[src/logic/rsr_regs.svh]
// register offsets, field positions and timing counts of the rtc ready/busy control block
// assumes byte addresses on an apb bus with 32-bit data
`ifndef RSR_REGS_SVH
`define RSR_REGS_SVH

// byte offsets
`define RSR_OFF_SEC       8'h00
`define RSR_OFF_SSEC      8'h04
`define RSR_OFF_CTRL      8'h10
`define RSR_OFF_TRIM      8'h14
`define RSR_OFF_IRQ_STS   8'h20
`define RSR_OFF_IRQ_MSK   8'h24

// control_status field positions
`define RSR_CTRL_EN        0
`define RSR_CTRL_TOD_IE    1
`define RSR_CTRL_SSEC_IE   2
`define RSR_CTRL_BUSY      3
`define RSR_CTRL_RDY       4
`define RSR_CTRL_READY_INTERRUPT_ENABLE    5
`define RSR_CTRL_TOD_ALM   6
`define RSR_CTRL_SSEC_ALM  7
`define RSR_CTRL_SQW_EN    8
`define RSR_CTRL_RD_EN     14

// interrupt status / mask bits
`define RSR_IRQ_READY      0
`define RSR_IRQ_SYNC       1
`define RSR_IRQ_W          2

// reset value of every register
`define RSR_RESET_VAL      32'h0000_0000

// timing
`define RSR_CLK_MHZ        250
`define RSR_RDY_TIME_NS    120000
`define RSR_RDY_CYCLES     ((`RSR_RDY_TIME_NS * `RSR_CLK_MHZ) / 1000)
`define RSR_RDY_CNT_W      20
`define RSR_SYNC_TICKS     2
`define RSR_SYNC_CNT_W     2
`define RSR_SUB_DIV        8
`define RSR_DIV_W          4
`define RSR_SSEC_W         12

`endif

[src/logic/rsr_pkg.sv]
// types shared by the rtc ready/busy control block
// assumes rsr_regs.svh is on the include path
`include "rsr_regs.svh"

package rsr_pkg;

  typedef enum logic [0:0] {
    RSR_SYNC_IDLE,
    RSR_SYNC_WAIT
  } rsr_sync_e;

  typedef struct packed {
    logic                         meta;
    logic                         sync;
    logic                         prev;
    logic [`RSR_DIV_W-1:0]        div;
  } rsr_tick_s;

  typedef struct packed {
    logic [31:0]                  sec;
    logic [`RSR_SSEC_W-1:0]       ssec;
    logic [31:0]                  sec_snap;
    logic [`RSR_SSEC_W-1:0]       ssec_snap;
    logic [31:0]                  pend_sec;
    logic [`RSR_SSEC_W-1:0]       pend_ssec;
    logic                         pend_sec_vld;
    logic                         pend_ssec_vld;
    logic [31:0]                  trim;
    logic                         en;
    logic                         tod_ie;
    logic                         ssec_ie;
    logic                         rdy;
    logic                         ready_interrupt_enable;
    logic                         tod_alm;
    logic                         ssec_alm;
    logic                         sqw_en;
    logic                         rd_en;
    logic [`RSR_RDY_CNT_W-1:0]    rdy_cnt;
    rsr_sync_e                    sync_st;
    logic [`RSR_SYNC_CNT_W-1:0]   sync_cnt;
    logic [`RSR_IRQ_W-1:0]        irq_sts;
    logic [`RSR_IRQ_W-1:0]        irq_msk;
    logic [31:0]                  prdata;
  } rsr_state_s;

endpackage : rsr_pkg

[src/logic/rsr_sync_ctrl.sv]
// rtc ready flag, write-synchronisation busy flag and interrupt enables, apb slave
// assumes i_rst_n is power-on reset; warm resets arrive as synchronous pulses
`timescale 1ns/1ps
`default_nettype none
`include "rsr_regs.svh"

module rsr_sync_ctrl #(
  parameter int unsigned RDY_CYCLES = `RSR_RDY_CYCLES
) (
  // clock and power-on reset
  input  wire logic        i_mclk,
  input  wire logic        i_rst_n,
  // warm resets
  input  wire logic        i_sys_rst,
  input  wire logic        i_soft_rst,
  input  wire logic        i_peripheral_rtc_reset_request,
  // rtc time base pin
  input  wire logic        i_time_base,
  // apb slave
  input  wire logic        i_psel,
  input  wire logic        i_penable,
  input  wire logic        i_pwrite,
  input  wire logic [7:0]  i_paddr,
  input  wire logic [31:0] i_pwdata,
  output logic      [31:0] o_prdata,
  output logic             o_pready,
  output logic             o_pslverr,
  // status outputs
  output logic             o_irq,
  output logic             o_rtc_en,
  output logic             o_sqw_en
);

  localparam int unsigned RDY_W = `RSR_RDY_CNT_W;

  function automatic logic rsr_hit(input logic [7:0] a, input logic [7:0] off);
    return a == off;
  endfunction : rsr_hit

  function automatic logic rsr_mapped(input logic [7:0] a);
    return rsr_hit(a, `RSR_OFF_SEC) || rsr_hit(a, `RSR_OFF_SSEC) ||
           rsr_hit(a, `RSR_OFF_CTRL) || rsr_hit(a, `RSR_OFF_TRIM) ||
           rsr_hit(a, `RSR_OFF_IRQ_STS) || rsr_hit(a, `RSR_OFF_IRQ_MSK);
  endfunction : rsr_mapped

  rsr_pkg::rsr_state_s s_r;
  rsr_pkg::rsr_state_s s_nxt;

  logic                  tick;
  logic                  sub_tick;
  logic                  wr;
  logic                  rd_setup;
  logic                  wr_sec;
  logic                  wr_ssec;
  logic                  wr_ctrl;
  logic                  wr_trim;
  logic                  busy;
  logic                  warm;
  logic                  rdy_clr;
  logic                  upd;
  logic                  start;
  logic                  sync_done;
  logic [`RSR_IRQ_W-1:0] ev;
  logic [31:0]           ctrl_word;
  logic [31:0]           rd_word;

  rsr_time_base #(
    .DIV (`RSR_SUB_DIV)
  ) u_time_base (
    .i_mclk      (i_mclk),
    .i_rst_n     (i_rst_n),
    .i_en        (s_r.en),
    .i_time_base (i_time_base),
    .o_tick      (tick),
    .o_sub_tick  (sub_tick)
  );

  // bus decode
  assign wr        = i_psel & i_penable & i_pwrite;
  assign rd_setup  = i_psel & ~i_penable & ~i_pwrite;
  assign wr_sec    = wr & rsr_hit(i_paddr, `RSR_OFF_SEC);
  assign wr_ssec   = wr & rsr_hit(i_paddr, `RSR_OFF_SSEC);
  assign wr_ctrl   = wr & rsr_hit(i_paddr, `RSR_OFF_CTRL);
  assign wr_trim   = wr & rsr_hit(i_paddr, `RSR_OFF_TRIM);
  assign busy      = (s_r.sync_st == rsr_pkg::RSR_SYNC_WAIT);
  assign warm      = i_sys_rst | i_soft_rst | i_peripheral_rtc_reset_request;
  assign rdy_clr   = wr_ctrl & ~i_pwdata[`RSR_CTRL_RDY];

  always_comb begin
    ctrl_word                      = `RSR_RESET_VAL;
    ctrl_word[`RSR_CTRL_EN]        = s_r.en;
    ctrl_word[`RSR_CTRL_TOD_IE]    = s_r.tod_ie;
    ctrl_word[`RSR_CTRL_SSEC_IE]   = s_r.ssec_ie;
    ctrl_word[`RSR_CTRL_BUSY]      = busy;
    ctrl_word[`RSR_CTRL_RDY]       = s_r.rdy;
    ctrl_word[`RSR_CTRL_READY_INTERRUPT_ENABLE]    = s_r.ready_interrupt_enable;
    ctrl_word[`RSR_CTRL_TOD_ALM]   = s_r.tod_alm;
    ctrl_word[`RSR_CTRL_SSEC_ALM]  = s_r.ssec_alm;
    ctrl_word[`RSR_CTRL_SQW_EN]    = s_r.sqw_en;
    ctrl_word[`RSR_CTRL_RD_EN]     = s_r.rd_en;
  end

  always_comb begin
    rd_word = `RSR_RESET_VAL;
    case (i_paddr)
      `RSR_OFF_SEC:     rd_word = s_r.rd_en ? s_r.sec : s_r.sec_snap;
      `RSR_OFF_SSEC:    rd_word[`RSR_SSEC_W-1:0] = s_r.rd_en ? s_r.ssec : s_r.ssec_snap;
      `RSR_OFF_CTRL:    rd_word = ctrl_word;
      `RSR_OFF_TRIM:    rd_word = s_r.trim;
      `RSR_OFF_IRQ_STS: rd_word[`RSR_IRQ_W-1:0] = s_r.irq_sts;
      `RSR_OFF_IRQ_MSK: rd_word[`RSR_IRQ_W-1:0] = s_r.irq_msk;
      default:          rd_word = `RSR_RESET_VAL;
    endcase
  end

  always_comb begin
    s_nxt     = s_r;
    upd       = 1'b0;
    start     = 1'b0;
    sync_done = 1'b0;
    ev        = '0;
    // synchronisation into the rtc domain, counted in time base ticks
    case (s_r.sync_st)
      rsr_pkg::RSR_SYNC_IDLE: begin
        s_nxt.sync_cnt = '0;
      end
      rsr_pkg::RSR_SYNC_WAIT: begin
        if (tick) begin
          if (s_r.sync_cnt <= `RSR_SYNC_CNT_W'(1)) begin
            s_nxt.sync_st = rsr_pkg::RSR_SYNC_IDLE;
            sync_done     = 1'b1;
          end else begin
            s_nxt.sync_cnt = s_r.sync_cnt - `RSR_SYNC_CNT_W'(1);
          end
        end
      end
      default: begin
        s_nxt.sync_st = rsr_pkg::RSR_SYNC_IDLE;
      end
    endcase
    // counters: a completed load wins over counting
    if (sync_done && (s_r.pend_sec_vld || s_r.pend_ssec_vld)) begin
      if (s_r.pend_sec_vld) begin
        s_nxt.sec = s_r.pend_sec;
      end
      if (s_r.pend_ssec_vld) begin
        s_nxt.ssec = s_r.pend_ssec;
      end
      upd = 1'b1;
    end else if (sub_tick) begin
      s_nxt.ssec = s_r.ssec + `RSR_SSEC_W'(1);
      if (&s_r.ssec) begin
        s_nxt.sec = s_r.sec + 32'h0000_0001;
      end
      upd = 1'b1;
    end
    if (sync_done) begin
      s_nxt.pend_sec_vld  = 1'b0;
      s_nxt.pend_ssec_vld = 1'b0;
    end
    if (upd) begin
      s_nxt.sec_snap  = s_nxt.sec;
      s_nxt.ssec_snap = s_nxt.ssec;
    end
    // ready window
    if (s_r.rdy) begin
      if (s_r.rdy_cnt <= RDY_W'(1)) begin
        s_nxt.rdy = 1'b0;
      end else begin
        s_nxt.rdy_cnt = s_r.rdy_cnt - RDY_W'(1);
      end
    end
    if (rdy_clr) begin
      s_nxt.rdy = 1'b0;
    end
    if (upd) begin
      s_nxt.rdy     = 1'b1;
      s_nxt.rdy_cnt = RDY_W'(RDY_CYCLES);
      ev[`RSR_IRQ_READY] = s_r.ready_interrupt_enable;
    end
    ev[`RSR_IRQ_SYNC] = sync_done;
    // register writes
    if (wr_sec) begin
      s_nxt.pend_sec     = i_pwdata;
      s_nxt.pend_sec_vld = 1'b1;
      start              = 1'b1;
    end
    if (wr_ssec) begin
      s_nxt.pend_ssec     = i_pwdata[`RSR_SSEC_W-1:0];
      s_nxt.pend_ssec_vld = 1'b1;
      start               = 1'b1;
    end
    if (wr_trim) begin
      s_nxt.trim = i_pwdata;
      start      = 1'b1;
    end
    if (wr_ctrl && !busy) begin
      s_nxt.en       = i_pwdata[`RSR_CTRL_EN];
      s_nxt.tod_ie   = i_pwdata[`RSR_CTRL_TOD_IE];
      s_nxt.ssec_ie  = i_pwdata[`RSR_CTRL_SSEC_IE];
      s_nxt.ready_interrupt_enable   = i_pwdata[`RSR_CTRL_READY_INTERRUPT_ENABLE];
      s_nxt.tod_alm  = i_pwdata[`RSR_CTRL_TOD_ALM];
      s_nxt.ssec_alm = i_pwdata[`RSR_CTRL_SSEC_ALM];
      s_nxt.sqw_en   = i_pwdata[`RSR_CTRL_SQW_EN];
      s_nxt.rd_en    = i_pwdata[`RSR_CTRL_RD_EN];
      start          = 1'b1;
    end
    if (start) begin
      s_nxt.sync_st  = rsr_pkg::RSR_SYNC_WAIT;
      s_nxt.sync_cnt = `RSR_SYNC_CNT_W'(`RSR_SYNC_TICKS);
    end
    // sticky interrupt status: a new event wins over a write-one clear
    s_nxt.irq_sts = s_r.irq_sts;
    if (wr && rsr_hit(i_paddr, `RSR_OFF_IRQ_STS)) begin
      s_nxt.irq_sts = s_r.irq_sts & ~i_pwdata[`RSR_IRQ_W-1:0];
    end
    s_nxt.irq_sts = s_nxt.irq_sts | ev;
    if (wr && rsr_hit(i_paddr, `RSR_OFF_IRQ_MSK)) begin
      s_nxt.irq_msk = i_pwdata[`RSR_IRQ_W-1:0];
    end
    // read data captured in the setup phase
    if (rd_setup) begin
      s_nxt.prdata = rd_word;
    end
    // warm resets leave busy and the power-on fields alone
    if (warm) begin
      s_nxt.rdy     = 1'b0;
      s_nxt.ready_interrupt_enable  = 1'b0;
      s_nxt.rdy_cnt = '0;
      s_nxt.irq_sts = '0;
    end
  end

  always_ff @(posedge i_mclk) begin
    if (!i_rst_n) begin
      s_r <= '0;
    end else begin
      s_r <= s_nxt;
    end
  end

  // outputs
  assign o_prdata  = s_r.prdata;
  assign o_pready  = 1'b1;
  assign o_pslverr = i_psel & i_penable & ~rsr_mapped(i_paddr);
  assign o_irq     = |(s_r.irq_sts & s_r.irq_msk);
  assign o_rtc_en  = s_r.en;
  assign o_sqw_en  = s_r.sqw_en;

  // checks
  property p_rdy_set;
    @(posedge i_mclk) disable iff (!i_rst_n)
    (upd && !warm) |=> (s_r.rdy && s_r.rdy_cnt == RDY_W'(RDY_CYCLES));
  endproperty
  a_rdy_set: assert property (p_rdy_set) else $error("ready not set after update");

  property p_rdy_expire;
    @(posedge i_mclk) disable iff (!i_rst_n)
    (s_r.rdy && s_r.rdy_cnt == RDY_W'(1) && !upd) |=> !s_r.rdy;
  endproperty
  a_rdy_expire: assert property (p_rdy_expire) else $error("ready outlived window");

  property p_rdy_hold;
    @(posedge i_mclk) disable iff (!i_rst_n)
    (s_r.rdy && s_r.rdy_cnt > RDY_W'(1) && !rdy_clr && !warm) |=> s_r.rdy;
  endproperty
  a_rdy_hold: assert property (p_rdy_hold) else $error("ready dropped early");

  property p_rdy_clr;
    @(posedge i_mclk) disable iff (!i_rst_n)
    (rdy_clr && !upd) |=> !s_r.rdy;
  endproperty
  a_rdy_clr: assert property (p_rdy_clr) else $error("software clear of ready lost");

  property p_rdy_irq;
    @(posedge i_mclk) disable iff (!i_rst_n)
    (upd && s_r.ready_interrupt_enable && s_r.irq_msk[`RSR_IRQ_READY] && !warm && !wr) |=> ##1 o_irq;
  endproperty
  a_rdy_irq: assert property (p_rdy_irq) else $error("ready interrupt missing");

  property p_rdy_irq_cause;
    @(posedge i_mclk) disable iff (!i_rst_n)
    $rose(s_r.irq_sts[`RSR_IRQ_READY]) |-> $past(s_r.ready_interrupt_enable) && $past(upd);
  endproperty
  a_rdy_irq_cause: assert property (p_rdy_irq_cause) else $error("ready event while disabled");

  property p_ready_interrupt_enable_wr;
    @(posedge i_mclk) disable iff (!i_rst_n)
    (wr_ctrl && !busy && !warm) |=> s_r.ready_interrupt_enable == $past(i_pwdata[`RSR_CTRL_READY_INTERRUPT_ENABLE]);
  endproperty
  a_ready_interrupt_enable_wr: assert property (p_ready_interrupt_enable_wr) else $error("ready enable write lost");

  property p_busy_start;
    @(posedge i_mclk) disable iff (!i_rst_n)
    (wr_sec || wr_ssec || wr_trim || (wr_ctrl && !busy)) |=> busy && ctrl_word[`RSR_CTRL_BUSY];
  endproperty
  a_busy_start: assert property (p_busy_start) else $error("busy not raised by write");

  property p_busy_block;
    @(posedge i_mclk) disable iff (!i_rst_n)
    (wr_ctrl && busy && !warm) |=>
      $stable(s_r.ready_interrupt_enable) && $stable(s_r.ssec_ie) && $stable(s_r.en) && $stable(s_r.rd_en);
  endproperty
  a_busy_block: assert property (p_busy_block) else $error("control written while busy");

  property p_busy_done;
    @(posedge i_mclk) disable iff (!i_rst_n)
    (sync_done && !start) |=> !busy;
  endproperty
  a_busy_done: assert property (p_busy_done) else $error("busy stuck after sync");

  property p_ssec_ie_wr;
    @(posedge i_mclk) disable iff (!i_rst_n)
    (wr_ctrl && !busy) |=> s_r.ssec_ie == $past(i_pwdata[`RSR_CTRL_SSEC_IE]);
  endproperty
  a_ssec_ie_wr: assert property (p_ssec_ie_wr) else $error("subsecond enable write lost");

  property p_warm_keep;
    @(posedge i_mclk) disable iff (!i_rst_n)
    (warm && !start && !sync_done && !wr_ctrl) |=>
      busy == $past(busy) && s_r.ssec_ie == $past(s_r.ssec_ie);
  endproperty
  a_warm_keep: assert property (p_warm_keep) else $error("warm reset hit power-on field");

  property p_warm_clr;
    @(posedge i_mclk) disable iff (!i_rst_n)
    warm |=> !s_r.rdy && !s_r.ready_interrupt_enable;
  endproperty
  a_warm_clr: assert property (p_warm_clr) else $error("warm reset left ready set");

  property p_direct_read;
    @(posedge i_mclk) disable iff (!i_rst_n)
    (rd_setup && rsr_hit(i_paddr, `RSR_OFF_SEC) && s_r.rd_en) |=> o_prdata == $past(s_r.sec);
  endproperty
  a_direct_read: assert property (p_direct_read) else $error("direct read not live");

endmodule : rsr_sync_ctrl

`default_nettype wire

[src/logic/rsr_time_base.sv]
// time base front end: synchronises the 32 kHz pin and makes tick strobes
// assumes the pin is asynchronous to i_mclk and much slower than it
`timescale 1ns/1ps
`default_nettype none
`include "rsr_regs.svh"

module rsr_time_base #(
  parameter int unsigned DIV = `RSR_SUB_DIV
) (
  // clock and reset
  input  wire logic i_mclk,
  input  wire logic i_rst_n,
  // control
  input  wire logic i_en,
  input  wire logic i_time_base,
  // strobes
  output logic      o_tick,
  output logic      o_sub_tick
);

  rsr_pkg::rsr_tick_s s_r;
  rsr_pkg::rsr_tick_s s_nxt;

  always_comb begin
    s_nxt      = s_r;
    o_sub_tick = 1'b0;
    s_nxt.meta = i_time_base;
    s_nxt.sync = s_r.meta;
    s_nxt.prev = s_r.sync;
    o_tick     = s_r.sync & ~s_r.prev;
    if (o_tick && i_en) begin
      if (s_r.div == `RSR_DIV_W'(DIV - 1)) begin
        s_nxt.div  = '0;
        o_sub_tick = 1'b1;
      end else begin
        s_nxt.div = s_r.div + `RSR_DIV_W'(1);
      end
    end
  end

  always_ff @(posedge i_mclk) begin
    if (!i_rst_n) begin
      s_r <= '0;
    end else begin
      s_r <= s_nxt;
    end
  end

endmodule : rsr_time_base

`default_nettype wire

[config.mk]
export PLATFORM = sky130hd
export DESIGN_NAME = rsr_sync_ctrl
export DESIGN_NICKNAME = d
export VERILOG_FILES = /design/src/logic/rsr_pkg.sv /design/src/logic/rsr_sync_ctrl.sv /design/src/logic/rsr_time_base.sv
export VERILOG_INCLUDE_DIRS = /design/src /design/src/logic
export SDC_FILE = /design/constraint.sdc
export NUM_CORES = 1
export LEC_CHECK = 0
export ABC_AREA = 1
export BUFFER_PORTS_ARGS = -buffer_cell sky130_fd_sc_hd__clkbuf_2
export CORE_MARGIN = 1.5
export CORE_UTILIZATION = 61
export CTS_CLUSTER_DIAMETER = 50
export DETAILED_ROUTE_END_ITERATION = 10
export PLACE_DENSITY = 0.8
export SYNTH_ARGS = -nofsm -noshare
export SYNTH_HDL_FRONTEND = slang
export SYNTH_SLANG_ARGS = --single-unit
[constraint.sdc]
create_clock -name i_mclk -period 2.05 [get_ports i_mclk]
set_input_delay 0.3075 -clock i_mclk [delete_from_list [all_inputs] [get_ports i_mclk]]
set_output_delay 0.3075 -clock i_mclk [all_outputs]
set_load 0.05 [all_outputs]
### Word level (Yosys, flattened, before mapping)

Cells that the tools add are included.

* add/subtract/negate cells: 5
* multipliers: 0
* divide/modulo/power cells: 0
* $lt $le $gt $ge: 2
* equality and inequality tests: 11
* shift operators: 0
* multiplexer cells: 40
* bitwise gates (word level): 25
* reduce and logical (&&, ||, !) cells: 25

Operators with widths (number)
* $mux W32: 3
* $mux W44: 2
* $pmux W20 S3: 1
* $mux W15: 3
* $pmux W10 S4: 1
* $add A32 B1 Y32 const B: 1
* $mux W12: 2
* $le A20 B1 Y1 const B: 1
* $mux W1: 20
* $sub A20 B1 Y20 const B: 1
* $eq A8 B5 Y1 const B: 2
* $eq A8 B6 Y1 const B: 2
* $add A12 B1 Y12 const B: 1
* $pmux W2 S6: 1
* $reduce_and A12 Y1: 1
* $and A1 B1 Y1: 11
* $eq A8 B3 Y1 const B: 1
* $logic_not A8 Y1: 1
* $not A1 Y1: 8
* $reduce_and A2 Y1: 4
* $logic_or A1 B1 Y1: 6
* $mux W2: 3
* $mux W3: 2
* $reduce_bool A2 Y1: 3
* 18 further kinds: 27

* flip-flop bits (word level): 241
* bits in latches: 0
* memory bits (writable): 0
* memory bits (read-only): 0
* input port bits: 49
* output and inout bits: 37
* word-level logic and storage cells: 138
* memories: 0

### Longest topological paths before layout

* depth in word-level cells: 9
* depth in mapped cells: 13
* gate-level depth less buffers: 13

### Modules after synthesis

Synthesis repeated with hierarchy kept, for this count alone.

* cells, all modules: 1888
* area total of the unflattened synthesis: 12363.1 sq um

Modules (own cells, without submodules)
* rsr_sync_ctrl: times used 1, cells each 1849, area each 12059.1 sq um, seq. area each 4684.5 sq um
* rsr_time_base: times used 1, cells each 39, area each 304.0 sq um, seq. area each 140.1 sq um

### Least setup slack after synthesis

Ideal clock, no wire load.

* kind: input port to output port
* start: input i_paddr[0]
* end: output o_pslverr
* data arrival time: 2.052 ns
* required time: 1.742 ns
* setup slack: -0.310 ns
* cell stages on the path: 10
* buffers on the path: 0
* cells stage by stage: inv_1 > nand2_1 > inv_1 > nand3_1 > inv_1 > nand2_1 > inv_1 > nor3_1 > nand3_1 > nor3_1

* cells in the longest elaborated chain, start to end: 8
* elaborated cells on any way between the ends: 13
* classes of those cells: eq/ne (5); bitwise (2); reduce/logical (6)

Ends and longest elaborated chain
* from (decl): line rsr_sync_ctrl.sv:23 `input wire logic [7:0] i_paddr,`
* $eq A8 B3 Y1 or $logic_not A8 Y1 (tied branches): line rsr_sync_ctrl.sv:37 `return a == off;`
* $logic_or A1 B1 Y1 (4 in series): line rsr_sync_ctrl.sv:41 `` return rsr_hit(a, `RSR_OFF_SEC) || rsr_hit(a, `RSR_OFF_SSEC) || ``
* $logic_or A1 B1 Y1 *: line rsr_sync_ctrl.sv:41
* $not A1 Y1 *: line rsr_sync_ctrl.sv:245 `assign o_pslverr = i_psel & i_penable & ~rsr_mapped(i_paddr);`
* $and A1 B1 Y1 *: line rsr_sync_ctrl.sv:245
* to (decl): line rsr_sync_ctrl.sv:27 `output logic o_pslverr,`

Every way passes the cells marked *; elsewhere a longest branch is shown, timed or not.

### Worst setup path in the final report

* start: register u_time_base.s_r[1] (netlist name)
* end: register s_r[182] (netlist name)

* cells in the longest elaborated chain, start to end: 5
* elaborated cells on any way between the ends: 7
* classes of those cells: eq/ne (1); mux (6)

Ends and longest elaborated chain
* from (decl): line rsr_time_base.sv:21 `rsr_pkg::rsr_tick_s s_r;`
* from (signal assigned): line rsr_time_base.sv:45 `s_r <= s_nxt;`
* $eq A4 B3 Y1 *: line rsr_time_base.sv:32 `` if (s_r.div == `RSR_DIV_W'(DIV - 1)) begin ``
* $mux W1 *: line rsr_time_base.sv:32
* $mux W1 *: line rsr_time_base.sv:31 `if (o_tick && i_en) begin`
* $mux W44 or $mux W1 (tied branches): line rsr_sync_ctrl.sv:150 `end else if (sub_tick) begin`
* $mux W44 or $mux W1 (tied branches): line rsr_sync_ctrl.sv:142 `if (sync_done && (s_r.pend_sec_vld || s_r.pend_ssec_vld)) begin`
* to (signal assigned): line rsr_sync_ctrl.sv:238 `s_r <= s_nxt;`
* to (decl): line rsr_sync_ctrl.sv:46 `rsr_pkg::rsr_state_s s_r;`

Marks and branches as above.
A chain may end at the register's enable or synchronous reset.

==> flow_metrics.py <==
metrics = {
    "detailed_routing": {
        "drtAntennaViolNets": 0,
        "vias_per_cell": 5.63,
        "wl_per_cell_microns": 16.1,
        "drt_iter0_markers": 1275,
        "drc_errors": 0,
        "vias": 12300,
        "firstDrtPassIters": 5,
        "wl_microns": 35200,
    },
    "logic_synthesis": {
        "synth.mux.area_fraction_pct": 0.0921,
        "ys_types": 45,
        "avgSynthCellArea_sq_um": 6.63,
        "yosysSeqAreaShare_pct": 39.5,
        "synth_cells": 1845,
        "synth_top_family_by_area": "simple AND/OR/NAND/NOR gates",
        "synth-xor-area-share_pct": 2.08,
        "ys_top_cells_by_count": "nand2_1 (437), o21ai_0 (251), dfxtp_1 (241)",
        "synth-compound-area-share_pct": 19.0,
        "yosysMostFrequentCell": "nand2_1",
        "synth_fa_ha_area_share_pct": 0.614,
        "syn-num-nets": 1900,
        "synth_area_leaders": "dfxtp_1 (39%), nand2_1 (13%), o21ai_0 (10%), inv_1 (7.1%), a21oi_1 (6.2%)",
        "synthFlopType": "dfxtp_1",
        "synth_top_cell_by_area": "dfxtp_1",
        "yosys.area.top_type_share_pct": 39.5,
        "yosys.area_share.simple_pct": 26.1,
        "ys_seq_elements": 241,
        "syn_area_sq_mm": 0.0122,
        "yosysWarningCount": 0,
        "synthArstFlopShare_pct": 0,
        "synth_edf_count": 0,
    },
    "grt": {
        "grt_max_degree": 139,
        "first_global_vias": 11000,
        "grtUsageTotal_pct": 32.9,
        "grt_pass1_wl_microns": 54800,
        "antenna_found_initial": 0,
        "grt-ovfl-total": 0,
    },
    "clock_network": {
        "numClockSinks": 241,
        "clk_latency_ps": 550,
        "cts_tree": "done",
        "ctsHtreeMaxLevel": 1,
        "cts_buffer_depth": 3,
        "numCtsBuffers": 28,
        "clkTransAtPathRegs_ps": 60,
        "ctsRootBufferMaster": "clkbuf_16",
    },
    "placed_design": {
        "dpl_cell_area_sq_mm": 0.0130,
        "routabilityCongestion": 0.940,
        "io_buffer_count": 84,
        "post-place-cells": 2132,
        "dp_hpwl_microns": 23500,
    },
    "timing": {
        "min_period_ps": 2000,
        "worstMarginPinSlew_ps": 641,
        "slew_viol_final": 0,
        "hold_violations": 0,
        "grt_setup_unrepaired": "yes",
        "setup_viol": 0,
        "max_freq_mhz": 500,
        "skew_ps": 17.0,
        "period_share_pct": 97.6,
        "relSlewSlack_pct": 57.3,
    },
    "worst_setup_path": {
        "critPathArrivalTime_ps": 2490,
        "critPathMostFrequentCell": "nand2_1",
        "worstSetupPathType": "reg -> reg",
        "max_stage_delay_ps": 350,
        "crit_path_top_delay_cell": "dfxtp_2",
        "rr_endpoint": "s_r[182]$_SDFFE_PN0P_",
        "r2r_start": "u_time_base.s_r[1]$_SDFFE_PN0P_",
        "critPathMaxFanout": 6,
        "crit_path_cell_trace": "ha_2 > nand3_2 > nor2_4 > nand4_4 > nor2_4 > buf_4 > nand3_1 > nand2_1 > nand2_1 > nand3_1 > nand2_1 > inv_1",
        "setup.worst_path.start_class": "register",
        "reg2reg_depth": 12,
        "cp.required_ps": 2540,
        "worstSetupEndpointType": "register",
        "r2r_slack_ps": 50,
    },
    "job": {
        "max-cap-violations": 0,
    },
    "floorplan": {
        "die_w_microns": 145,
        "core.rowCount": 51,
        "ios": 86,
        "initial_utilization_pct": 62.4,
        "core_sq_mm": 0.0196,
        "die_area_sq_mm": 0.0209,
        "die_h_microns": 145,
    },
    "cells_and_area": {
        "areaGrowthSynthToFinish_pct": 15.0,
        "n_fill_cell": 1670,
        "drive_gt1_share_pct": 13.7,
        "nets": 1956,
        "final_area_sq_mm": 0.0141,
        "post_layout_nonfiller_instances": 2188,
        "antenna_cells": 0,
    },
    "status": {
        "outcome": "completed",
    },
    "power": {
        "p_per_area_mw_per_mm2": 716,
        "ir_worst_vdd_uv": 769,
        "p_total_uw": 10100,
        "leakage_uw": 0.00609,
    },
    "worst_hold_path": {
        "hold_path_end": "s_r[123]$_SDFFE_PN0P_",
        "hold_start": "i_pwdata[9]",
        "whs_path_depth": 3,
        "hold_path_class": "in -> reg",
    },
}
==> how the worst max path moves through the flow <==
stage	from	to	slack, ps	depth (start not counted)
6_report	u_time_base.s_r[1]$_SDFFE_PN0P_	s_r[182]$_SDFFE_PN0P_	50	12
4_1_cts	s_r[202]$_SDFF_PN0_	s_r[188]$_SDFFE_PN0P_	90	12
3_5_place_dp	u_time_base.s_r[1]$_SDFFE_PN0P_	s_r[170]$_SDFFE_PN0P_	130	12
3_3_place_gp	i_paddr[1]	s_r[105]$_SDFFE_PN0P_	170	11
5_1_grt	u_time_base.s_r[1]$_SDFFE_PN0P_	s_r[182]$_SDFFE_PN0P_	-40	12
2_1_floorplan	i_paddr[0]	o_pslverr	100	10
==> sequential cells by signal, summed over array words and instances (netlist names) <==
signal             count
busy                   1
ctrl_word              7
o_prdata              32
o_rtc_en               1
o_sqw_en               1
s_r                  192
u_time_base.s_nxt      2
u_time_base.s_r        5
==> routing by layer <==
layer | track usage (%) | part of all wire [%] | up-vias
li1 | - | - | 6001
met1 | 47.6 | 44 | 5613
met2 | 49.8 | 43 | 636
met3 | 6.42 | 11 | 75
met4 | 9.36 | 2.1 | 0
met5 | 0 | 0 | -
==> cell families (layout without fill, tap and decap cells) <==
family,after synthesis,in the layout
simple gates,757,758
xor+xnor,29,29
buf+inv,366,443
other cells,1,1
mux,1,1
fa+ha+maj,6,6
flops,241,241
compound gates,444,444
==> cells in the final DEF, fill, tap and decap left out, types with 3 or more instances in the layout <==
master,count
buf_4,51
nor2_1,146
nor3_1,26
o211ai_1,11
inv_1,230
dfxtp_1,237
nor2_2,19
xnor2_1,3
nor3_2,4
buf_12,15
nand2_2,6
o21bai_1,3
a22o_1,5
nand3_1,85
ha_1,5
nand3b_1,4
clkbuf_16,29
inv_2,10
clkinv_2,7
bufinv_16,3
dfxtp_2,4
nand2_1,435
o22ai_1,11
clkinv_4,6
xor2_1,26
o21a_1,3
clkbuf_2,82
a21oi_1,151
nand4_1,13
nand3_2,3
or2_2,4
o21ai_0,251
nor2_4,6
==> where the power goes <==
group          switching [uW]  leakage [uW]  total, uW  internal [uW]
logic                     182       0.00367        258           75.8
registers                3.46       0.00194       4690           4690
clock network            2100      0.000471       5130           3020
total                    2290       0.00609      10100           7790
==> area by class of cell <==
class / instances / area, sq um / area share, %
multi-input combinational: 1239 / 5920 / 42.1
inverter: 240 / 901 / 6.40
tap: 265 / 332 / 2.36
clock inverter: 20 / 210 / 1.49
timing repair buffer: 151 / 1130 / 8.00
clock buffer: 32 / 747 / 5.31
sequential: 241 / 4830 / 34.3
==> stage by stage <==
step	util, %	worst slack (ps)	TNS, ps	hold slack (ps)
floorplan	-	105	0	390
global placement	66.5	172	0	395
detailed placement	66.5	132	0	430
CTS	71.4	89.7	0	13.1
global route	71.8	-38.0	-143	32.5
finish	71.8	50.2	0	19.6
==> repair_timing <==
action	in CTS	in global routing
setup buffers	0	2
endpoints found under the hold margin	1	0
hold buffers	1	0
endpoints found under the setup margin	0	33
resized for setup	0	17
==> critical path: cells and delay by family (launching register included) <==
| family | cells | cell delay, ps |
|---|---|---|
| buf+inv | 2 | 200 |
| fa+ha+maj | 1 | 190 |
| flops | 1 | 350 |
| simple gates | 9 | 1200 |
No activity file was read; power rests on OpenSTA's default activity.
